$ cat config.mk
export PLATFORM = sky130hd
export DESIGN_NAME = status_led_blink_coder
export DESIGN_NICKNAME = d
export VERILOG_FILES = /design/src/rtl/status_led_pkg.sv /design/src/rtl/status_led_blink_coder.sv
export SDC_FILE = /design/constraint.sdc
export NUM_CORES = 1
export LEC_CHECK = 0
export BUFFER_PORTS_ARGS = -buffer_cell sky130_fd_sc_hd__buf_2
export CORE_ASPECT_RATIO = 0.9
export CORE_UTILIZATION = 45
export CTS_CLUSTER_DIAMETER = 200
export DETAILED_ROUTE_END_ITERATION = 6
export PLACE_DENSITY = 0.62
export SETUP_SLACK_MARGIN = 0.5
export SLEW_MARGIN = 40
export SYNTH_ARGS = -nofsm -noshare
export SYNTH_HDL_FRONTEND = slang
export SYNTH_SLANG_ARGS = --single-unit
$ cat constraint.sdc
create_clock -name mclk -period 3.8 [get_ports mclk]
set_input_delay 0.76 -clock mclk [delete_from_list [all_inputs] [get_ports mclk]]
set_output_delay 0.76 -clock mclk [all_outputs]
set_load 0.02 [all_outputs]
$ cat src/rtl/status_led_pkg.sv
// constants and types shared by the node status blink coder
package status_led_pkg;
  // timing figures as printed, and the clock rate
  localparam int unsigned CLK_HZ = 125_000_000;
  localparam int unsigned FAST_HZ = 10;
  localparam int unsigned SLOW_HZ = 1;
  localparam int unsigned PAUSE_MS = 1000;
  // half periods in clock cycles, for a fifty percent duty, and the pause length in clock cycles
  localparam int unsigned FAST_HALF = CLK_HZ / (2 * FAST_HZ);
  localparam int unsigned SLOW_HALF = CLK_HZ / (2 * SLOW_HZ);
  localparam int unsigned PAUSE_CYC = (CLK_HZ / 1000) * PAUSE_MS;
  // pulses in the opening burst of every fault message
  localparam int unsigned START_PULSES = 10;
  localparam int unsigned CNT_W = 28;
  localparam int unsigned NUM_W = 4;
  // fault code 1: hardware and configuration group
  localparam logic [3:0] CODE_HW_CONFIG = 4'h1;
  localparam logic [3:0] ARG_INLINE_OVERFLOW = 4'h1;
  localparam logic [3:0] ARG_UNSUPPORTED_TYPE = 4'h2;
  localparam logic [3:0] ARG_PARAM_CHECKSUM = 4'h3;
  localparam logic [3:0] ARG_EEPROM_WRITE = 4'h4;
  localparam logic [3:0] ARG_EEPROM_READ = 4'h5;
  localparam logic [3:0] ARG_CONFIG_AFTER_AUTOMATIC_RESTART = 4'h6;
  localparam logic [3:0] ARG_FIRMWARE_MISMATCH = 4'h7;
  localparam logic [3:0] ARG_EEPROM_TIMEOUT = 4'h8;
  localparam logic [3:0] ARG_INIT_FAULT = 4'h9;
  localparam logic [3:0] ARG_RTC_POWER_FAIL = 4'hA;
  typedef enum logic [5:0] {
    ST_RUN    = 6'b000001,
    ST_INIT   = 6'b000010,
    ST_BURST  = 6'b000100,
    ST_CODE   = 6'b001000,
    ST_ARG    = 6'b010000,
    ST_PAUSE  = 6'b100000
  } blink_state_e;
endpackage

$ cat src/rtl/status_led_blink_coder.sv
// node status indicator driver: bus activity, start-up flash and fault blink code
`timescale 1ns/1ps
`default_nettype none
module status_led_blink_coder #(
  parameter int unsigned FAST_HALF = status_led_pkg::FAST_HALF,
  parameter int unsigned SLOW_HALF = status_led_pkg::SLOW_HALF,
  parameter int unsigned PAUSE_CYC = status_led_pkg::PAUSE_CYC
) (
  input wire logic mclk,
  input wire logic rst,
  input wire logic bus_cycle,
  input wire logic init_busy,
  input wire logic fault_valid,
  input wire logic [3:0] fault_code,
  input wire logic [3:0] fault_arg,
  output logic led_red,
  output logic led_green
);
  localparam logic [27:0] FAST_T = 28'(FAST_HALF - 1);
  localparam logic [27:0] SLOW_T = 28'(SLOW_HALF - 1);
  localparam logic [27:0] PAUSE_T = 28'(PAUSE_CYC - 1);
  localparam logic [4:0] BURST_N = 5'(status_led_pkg::START_PULSES);

  // ----------------------------------------
  // state
  // ----------------------------------------
  status_led_pkg::blink_state_e state, next_state, after_pause, next_after_pause;
  logic [27:0] timer, next_timer;
  logic [4:0] pulses, next_pulses;
  logic phase_on, next_phase_on;
  logic held, next_held;
  logic [3:0] code_q, next_code_q;
  logic [3:0] arg_q, next_arg_q;
  logic next_led_red, next_led_green;
  logic timer_done;
  logic [4:0] group_len;

  assign timer_done = (timer == 28'h0000000);

  // pulses wanted in the group now showing; a zero value still shows one
  // pulse, so that the group can never vanish into the pauses around it
  always_comb begin
    group_len = 5'h01;
    if (state == status_led_pkg::ST_BURST) begin
      group_len = BURST_N;
    end else if ((state == status_led_pkg::ST_CODE) && (code_q != 4'h0)) begin
      group_len = {1'b0, code_q};
    end else if ((state == status_led_pkg::ST_ARG) && (arg_q != 4'h0)) begin
      group_len = {1'b0, arg_q};
    end
  end

  // ----------------------------------------
  // sequencer
  // ----------------------------------------
  always_comb begin
    next_state = state;
    next_after_pause = after_pause;
    next_timer = timer_done ? 28'h0000000 : timer - 28'h0000001;
    next_pulses = pulses;
    next_phase_on = phase_on;
    next_held = held;
    next_code_q = code_q;
    next_arg_q = arg_q;
    // first fault report is latched; later reports ignored until reset
    if (fault_valid && !held) begin
      next_held = 1'b1;
      next_code_q = fault_code;
      next_arg_q = fault_arg;
    end
    unique case (state)
      status_led_pkg::ST_INIT: begin
        if (timer_done) begin
          next_phase_on = !phase_on;
          next_timer = FAST_T;
        end
        if (!init_busy) begin
          if (held || fault_valid) begin
            next_state = status_led_pkg::ST_PAUSE;
            next_after_pause = status_led_pkg::ST_BURST;
            next_timer = PAUSE_T;
            next_phase_on = 1'b0;
          end else begin
            next_state = status_led_pkg::ST_RUN;
            next_phase_on = 1'b0;
          end
        end
      end
      status_led_pkg::ST_RUN: begin
        if (held || fault_valid) begin
          next_state = status_led_pkg::ST_PAUSE;
          next_after_pause = status_led_pkg::ST_BURST;
          next_timer = PAUSE_T;
        end
      end
      status_led_pkg::ST_PAUSE: begin
        if (timer_done) begin
          next_state = after_pause;
          next_pulses = 5'h00;
          next_phase_on = 1'b1;
          next_timer = (after_pause == status_led_pkg::ST_BURST) ? FAST_T : SLOW_T;
        end
      end
      status_led_pkg::ST_BURST, status_led_pkg::ST_CODE, status_led_pkg::ST_ARG: begin
        if (timer_done) begin
          next_timer = (state == status_led_pkg::ST_BURST) ? FAST_T : SLOW_T;
          next_phase_on = !phase_on;
          if (!phase_on) begin
            next_phase_on = 1'b1;
          end else if (pulses + 5'h01 >= group_len) begin
            next_state = status_led_pkg::ST_PAUSE;
            next_timer = PAUSE_T;
            next_phase_on = 1'b0;
            unique case (state)
              status_led_pkg::ST_BURST: next_after_pause = status_led_pkg::ST_CODE;
              status_led_pkg::ST_CODE: next_after_pause = status_led_pkg::ST_ARG;
              default: next_after_pause = status_led_pkg::ST_BURST;
            endcase
          end else begin
            next_pulses = pulses + 5'h01;
          end
        end
      end
    endcase
    // lamp drive
    next_led_red = 1'b0;
    next_led_green = 1'b0;
    if (next_state == status_led_pkg::ST_RUN) begin
      next_led_green = bus_cycle;
    end else begin
      next_led_red = next_phase_on;
    end
  end

  always_ff @(posedge mclk or posedge rst) begin
    if (rst) begin
      state <= status_led_pkg::ST_INIT;
      after_pause <= status_led_pkg::ST_BURST;
      timer <= 28'h0000000;
      pulses <= 5'h00;
      phase_on <= 1'b0;
      held <= 1'b0;
      code_q <= 4'h0;
      arg_q <= 4'h0;
      led_red <= 1'b0;
      led_green <= 1'b0;
    end else begin
      state <= next_state;
      after_pause <= next_after_pause;
      timer <= next_timer;
      pulses <= next_pulses;
      phase_on <= next_phase_on;
      held <= next_held;
      code_q <= next_code_q;
      arg_q <= next_arg_q;
      led_red <= next_led_red;
      led_green <= next_led_green;
    end
  end

  // ----------------------------------------
  // checks
  // ----------------------------------------
  fault_held_a: assert property (@(posedge mclk) disable iff (rst)
    held |=> held && $stable(code_q) && $stable(arg_q))
    else $error("latched fault lost");
  green_run_a: assert property (@(posedge mclk) disable iff (rst)
    (state == status_led_pkg::ST_RUN) && !held && !fault_valid && bus_cycle |=> led_green)
    else $error("green missing while healthy");
  dark_idle_a: assert property (@(posedge mclk) disable iff (rst)
    (state == status_led_pkg::ST_RUN) && !bus_cycle && !held && !fault_valid |=> !led_green && !led_red)
    else $error("lamp lit while idle");
  no_green_fault_a: assert property (@(posedge mclk) disable iff (rst)
    held |=> !led_green)
    else $error("green shown with fault");
  clean_start_a: assert property (@(posedge mclk) disable iff (rst)
    (state == status_led_pkg::ST_INIT) && !init_busy && !held && !fault_valid
      |=> state == status_led_pkg::ST_RUN)
    else $error("clean start not steady");
  pause_dark_a: assert property (@(posedge mclk) disable iff (rst)
    (state == status_led_pkg::ST_PAUSE) |-> !led_green && !led_red && !phase_on)
    else $error("pause not dark");
  arg_to_burst_a: assert property (@(posedge mclk) disable iff (rst)
    (state == status_led_pkg::ST_ARG) && (next_state == status_led_pkg::ST_PAUSE)
      |=> after_pause == status_led_pkg::ST_BURST)
    else $error("message not repeated");
  burst_count_a: assert property (@(posedge mclk) disable iff (rst)
    (state == status_led_pkg::ST_BURST) |-> pulses < BURST_N)
    else $error("burst too long");
  code_count_a: assert property (@(posedge mclk) disable iff (rst)
    (state == status_led_pkg::ST_CODE) && (code_q != 4'h0) |-> pulses < {1'b0, code_q})
    else $error("code pulses exceed code");
  red_follow_a: assert property (@(posedge mclk) disable iff (rst)
    (state == status_led_pkg::ST_INIT) && init_busy |=> led_red == phase_on)
    else $error("init flash not on lamp");

  // ----------------------------------------
  // check helpers
  // ----------------------------------------
  // these watch the red drive itself rather than the sequencer counters,
  // so a miscounted group or a wrong half period cannot hide behind a
  // sequencer that merely agrees with itself
  logic [27:0] red_age, next_red_age;
  logic [4:0] red_rises, next_red_rises;

  always_comb begin
    next_red_age = red_age;
    next_red_rises = red_rises;
    // saturate, since a long dark spell in running must not wrap around
    if (red_age != 28'hFFFFFFF) begin
      next_red_age = red_age + 28'h0000001;
    end
    if (next_led_red != led_red) begin
      next_red_age = 28'h0000000;
    end
    if (next_led_red && !led_red && (red_rises != 5'h1F)) begin
      next_red_rises = red_rises + 5'h01;
    end
    // every pause opens a fresh group
    if (next_state == status_led_pkg::ST_PAUSE) begin
      next_red_rises = 5'h00;
    end
  end

  always_ff @(posedge mclk or posedge rst) begin
    if (rst) begin
      red_age <= 28'h0000000;
      red_rises <= 5'h00;
    end else begin
      red_age <= next_red_age;
      red_rises <= next_red_rises;
    end
  end

  // ----------------------------------------
  // lamp timing checks
  // ----------------------------------------
  // the first rise of each group is launched from the state before it,
  // so a rise sampled inside a group always follows a full dark half
  init_half_a: assert property (@(posedge mclk) disable iff (rst)
    (state == status_led_pkg::ST_INIT) && init_busy && led_red && !next_led_red
      |-> red_age == FAST_T)
    else $error("start-up flash lit half wrong");
  init_gap_a: assert property (@(posedge mclk) disable iff (rst)
    (state == status_led_pkg::ST_INIT) && init_busy && !led_red && next_led_red &&
      (red_rises != 5'h00) |-> red_age == FAST_T)
    else $error("start-up flash dark half wrong");
  burst_half_a: assert property (@(posedge mclk) disable iff (rst)
    (state == status_led_pkg::ST_BURST) && (led_red != next_led_red) |-> red_age == FAST_T)
    else $error("burst half period wrong");
  slow_half_a: assert property (@(posedge mclk) disable iff (rst)
    ((state == status_led_pkg::ST_CODE) || (state == status_led_pkg::ST_ARG)) &&
      (led_red != next_led_red) |-> red_age == SLOW_T)
    else $error("slow pulse half period wrong");
  // only pauses before the code and argument groups are timed; the one before a burst
  // follows start-up, running or an argument group, and is not timed
  pause_len_a: assert property (@(posedge mclk) disable iff (rst)
    (state == status_led_pkg::ST_PAUSE) && (next_state != status_led_pkg::ST_PAUSE) &&
      (after_pause != status_led_pkg::ST_BURST) |-> red_age == PAUSE_T)
    else $error("pause length wrong");

  // ----------------------------------------
  // group and flow checks
  // ----------------------------------------
  // counts come from the lamp, so a pulse lost in the phase logic is
  // caught even when the sequencer counter reaches its limit
  burst_total_a: assert property (@(posedge mclk) disable iff (rst)
    (state == status_led_pkg::ST_BURST) && (next_state == status_led_pkg::ST_PAUSE)
      |-> red_rises == BURST_N)
    else $error("burst pulse count wrong");
  code_total_a: assert property (@(posedge mclk) disable iff (rst)
    (state == status_led_pkg::ST_CODE) && (next_state == status_led_pkg::ST_PAUSE)
      |-> red_rises == ((code_q == 4'h0) ? 5'h01 : {1'b0, code_q}))
    else $error("code pulse count wrong");
  arg_total_a: assert property (@(posedge mclk) disable iff (rst)
    (state == status_led_pkg::ST_ARG) && (next_state == status_led_pkg::ST_PAUSE)
      |-> red_rises == ((arg_q == 4'h0) ? 5'h01 : {1'b0, arg_q}))
    else $error("argument pulse count wrong");
  run_no_red_a: assert property (@(posedge mclk) disable iff (rst)
    (state == status_led_pkg::ST_RUN) |-> !led_red)
    else $error("red lit after clean start");
  fault_in_run_a: assert property (@(posedge mclk) disable iff (rst)
    (state == status_led_pkg::ST_RUN) && fault_valid
      |=> (state == status_led_pkg::ST_PAUSE) && (after_pause == status_led_pkg::ST_BURST))
    else $error("fault in running not shown");
  latch_value_a: assert property (@(posedge mclk) disable iff (rst)
    fault_valid && !held
      |=> held && (code_q == $past(fault_code)) && (arg_q == $past(fault_arg)))
    else $error("fault values not latched");
endmodule
`default_nettype wire

==> impl_metrics.py <==
metrics = {
    "run_status": {
        "status": "finished clean",
    },
    "logic_synthesis": {
        "synth_top_area_share_pct": 40.7,
        "synth_nets": 353,
        "synth_area_leaders": "dfrtp_1 41%, xnor2_1 4.9%, nor2_1 4.0%",
        "avgSynthCellArea_sq_um": 9.63,
        "synthCells": 332,
        "async_reset_ff_share_pct": 100,
        "yosysWarnings": 0,
        "ys_ff_latch": 54,
        "yosys.area.top_type": "dfrtp_1",
        "synth_ff_type": "dfrtp_1",
        "synth_edf_count": 0,
        "yosysUniqueCellTypes": 66,
        "synth_area_sq_mm": 0.00320,
        "yosysSeqAreaShare_pct": 42.3,
    },
    "clocking": {
        "cts_tree": "built",
        "insertion_delay_ns": 0.31,
        "holdBufCountCts": 0,
        "cts_buffer_depth": 2,
        "cts_made_buffers": 5,
        "ctsHtreeMaxLevel": 2,
        "path_clk_slew_ns": 0.10,
        "cts-root-buf": "clkbuf_8",
        "cts.sinks": 54,
    },
    "layout": {
        "layout-drive-gt1-share_pct": 22.2,
        "nFillCells": 640,
        "layout_common_cells": "51 x dfrtp_1, 33 x nor2_1, 30 x nand2_1",
        "diodes": 0,
        "fin_nets": 372,
        "stdcell_count": 442,
        "design_area_sq_mm": 0.00356,
        "layout_commonest_cell": "dfrtp_1",
        "area_growth_pct": 11.5,
    },
    "setup_path": {
        "crit_fanout": 3,
        "critPathTopFamily": "simple AND/OR/NAND/NOR gates",
        "startpoint_type": "flop",
        "cp-end-kind": "flop",
        "cp_num_buf_inv": 0,
        "crit_type": "reg -> reg",
        "cp_data_arrival_time_ns": 3.34,
        "path_cells": "or4_4, nor2_4, a22oi_2, a21oi_1, nor2_1, ha_1, nand2b_4, a211oi_2, o211ai_1, nand4_1, a32oi_2, nand4bb_4, o31a_1",
        "slowest_delay_ns": 0.58,
        "worstPathRequired_ns": 4.00,
        "critPathSlowestCell": "or4_4",
    },
    "detailed_routing": {
        "antenna_left": 0,
        "wl_um": 7410,
        "wl_per_cell_um": 16.8,
        "via_count": 2531,
        "route.detailed.drc": 0,
        "vias_per_cell": 5.73,
        "first_pass_iters": 4,
        "initialDrtViolationCount": 194,
    },
    "power_and_ir_drop": {
        "p_leak_nw": 1.43,
        "ir_drop_uv": 188,
        "power_density_mw_per_mm2": 417,
        "total_power_mw": 1.48,
    },
    "timing": {
        "final_max_slew_viol_count": 0,
        "worstMarginPinSlew_ns": 0.688,
        "slew_headroom_pct": 54.0,
        "rsz0062_at_grt": "no",
        "tns_ns": 0,
        "hold_violations": 0,
        "finalHoldWorstSlack_ns": 0.509,
        "timing.fmax_mhz": 318,
        "skew_ns": 0.00871,
        "layout_min_cycle_time_ns": 3.15,
        "finalCritPeriodShare_pct": 82.8,
        "finalSetupViolCount": 0,
    },
    "floorplanning": {
        "fp.coreArea_sq_mm": 0.00673,
        "die_height_um": 82.0,
        "ios": 15,
        "start_util_pct": 47.5,
        "dieArea_sq_mm": 0.00745,
        "die_w_um": 90.8,
        "row_count": 28,
    },
    "placement": {
        "port_buffers": 14,
        "gp_congestion": 0.905,
        "dp.cells": 431,
        "dp_hpwl_um": 5360,
        "dpl_cell_area_sq_mm": 0.00339,
    },
    "worst_hold_path": {
        "holdCritPathClass": "reg -> reg",
    },
    "flow_run": {
        "maxCapViolCount": 0,
    },
    "global_routing": {
        "grt_max_degree": 32,
        "track_usage_pct": 21.4,
        "grt_overflow": 0,
        "antenna_found_initial": 0,
        "grt_pass1_vias": 2388,
        "grt_pass1_wl_um": 12400,
    },
}
==> per-layer routing <==
layer	up-vias	wire [um]	GRT usage [%]
met4	0	121	7.78
met2	57	3190	30.7
met3	12	331	4.44
met5	-	0	0
li1	1236	-	-
met1	1226	3770	31.8
==> layout make-up <==
| class | instances | area [sq um] | share of cell area (%) |
|---|---|---|---|
| multi-input combinational | 254 | 1810 | 50.7 |
| clock buffer | 6 | 82.6 | 2.32 |
| timing repair buffer | 25 | 153 | 4.28 |
| sequential | 54 | 1360 | 38.0 |
| inverter | 11 | 41.3 | 1.16 |
| clock inverter | 2 | 12.5 | 0.351 |
| tap | 90 | 113 | 3.16 |
==> power by group <==
part	switching (mW)	total (mW)	internal (mW)
Clock	0.199	0.346	0.147
Sequential	0.0482	0.679	0.631
Combinational	0.281	0.459	0.178
Total	0.528	1.48	0.957
==> sequential cells by signal (all words and copies together), names as in the netlist <==
register and cells:
after_pause 3, arg_q 4, code_q 4, held 1, led_green 1, led_red 1
phase_on 1, pulses 5, state 6, timer 28
==> metrics by stage <==
stage	setup WS (ns)	util, %
2_1_floorplan	0.497	-
3_3_place_gp	0.579	50.4
3_5_place_dp	0.469	50.4
4_1_cts	0.513	51.9
5_1_grt	0.476	53.0
6_report	0.655	53.0
==> Yosys cell counts (4+ instances only) <==
cell and instances:
a21oi_1 17, buf_2 5, clkbuf_1 5, dfrtp_1 52, ha_1 8, inv_1 11, mux2_2 11, nand2_1 30
nand2b_1 5, nand3_1 7, nor2_1 34, nor3_1 15, nor4_1 5, o21ai_0 13, o22ai_1 5, or2_1 4
or4_1 8, xnor2_1 18, xor2_1 11
==> path summary, 6_finish.rpt <==
kind | slack [ns] | cells past startpoint | to | startpoint
max in group asynchronous | 2.44 | 3 | after_pause[2]$_DFFE_PP1P_ | rst
max | 0.65 | 13 | led_red$_DFF_PP0_ | state[4]$_DFF_PP0_
min reg2reg | 0.51 | 1 | timer[0]$_DFF_PP0_ | timer[0]$_DFF_PP0_
min | 0.51 | 1 | timer[0]$_DFF_PP0_ | timer[0]$_DFF_PP0_
max reg2reg | 0.65 | 13 | led_red$_DFF_PP0_ | state[4]$_DFF_PP0_
min in group asynchronous | 0.53 | 2 | timer[11]$_DFF_PP0_ | rst
==> logic make-up (layout without fill, tap and decap cells) <==
kind of cell,Yosys count,count (layout),share of synthesized area (%)
buffers and inverters,24,44,3.60
adders and majority gates,8,8,3.13
muxes,11,11,3.87
and+or+nand+nor,136,136,24.1
xor gates and xnor gates,29,29,7.95
DFF,54,54,42.3
AOI/OAI and AO/OA,70,70,15.0
==> repair_timing <==
item                       CTS  global route
pin swaps                    0             3
gates resized for setup      1             9
buffers inserted             0             3
hold endpoints to repair     0             0
setup endpoints to repair    2            22
Note: power is estimated with default switching activity, not from simulation.
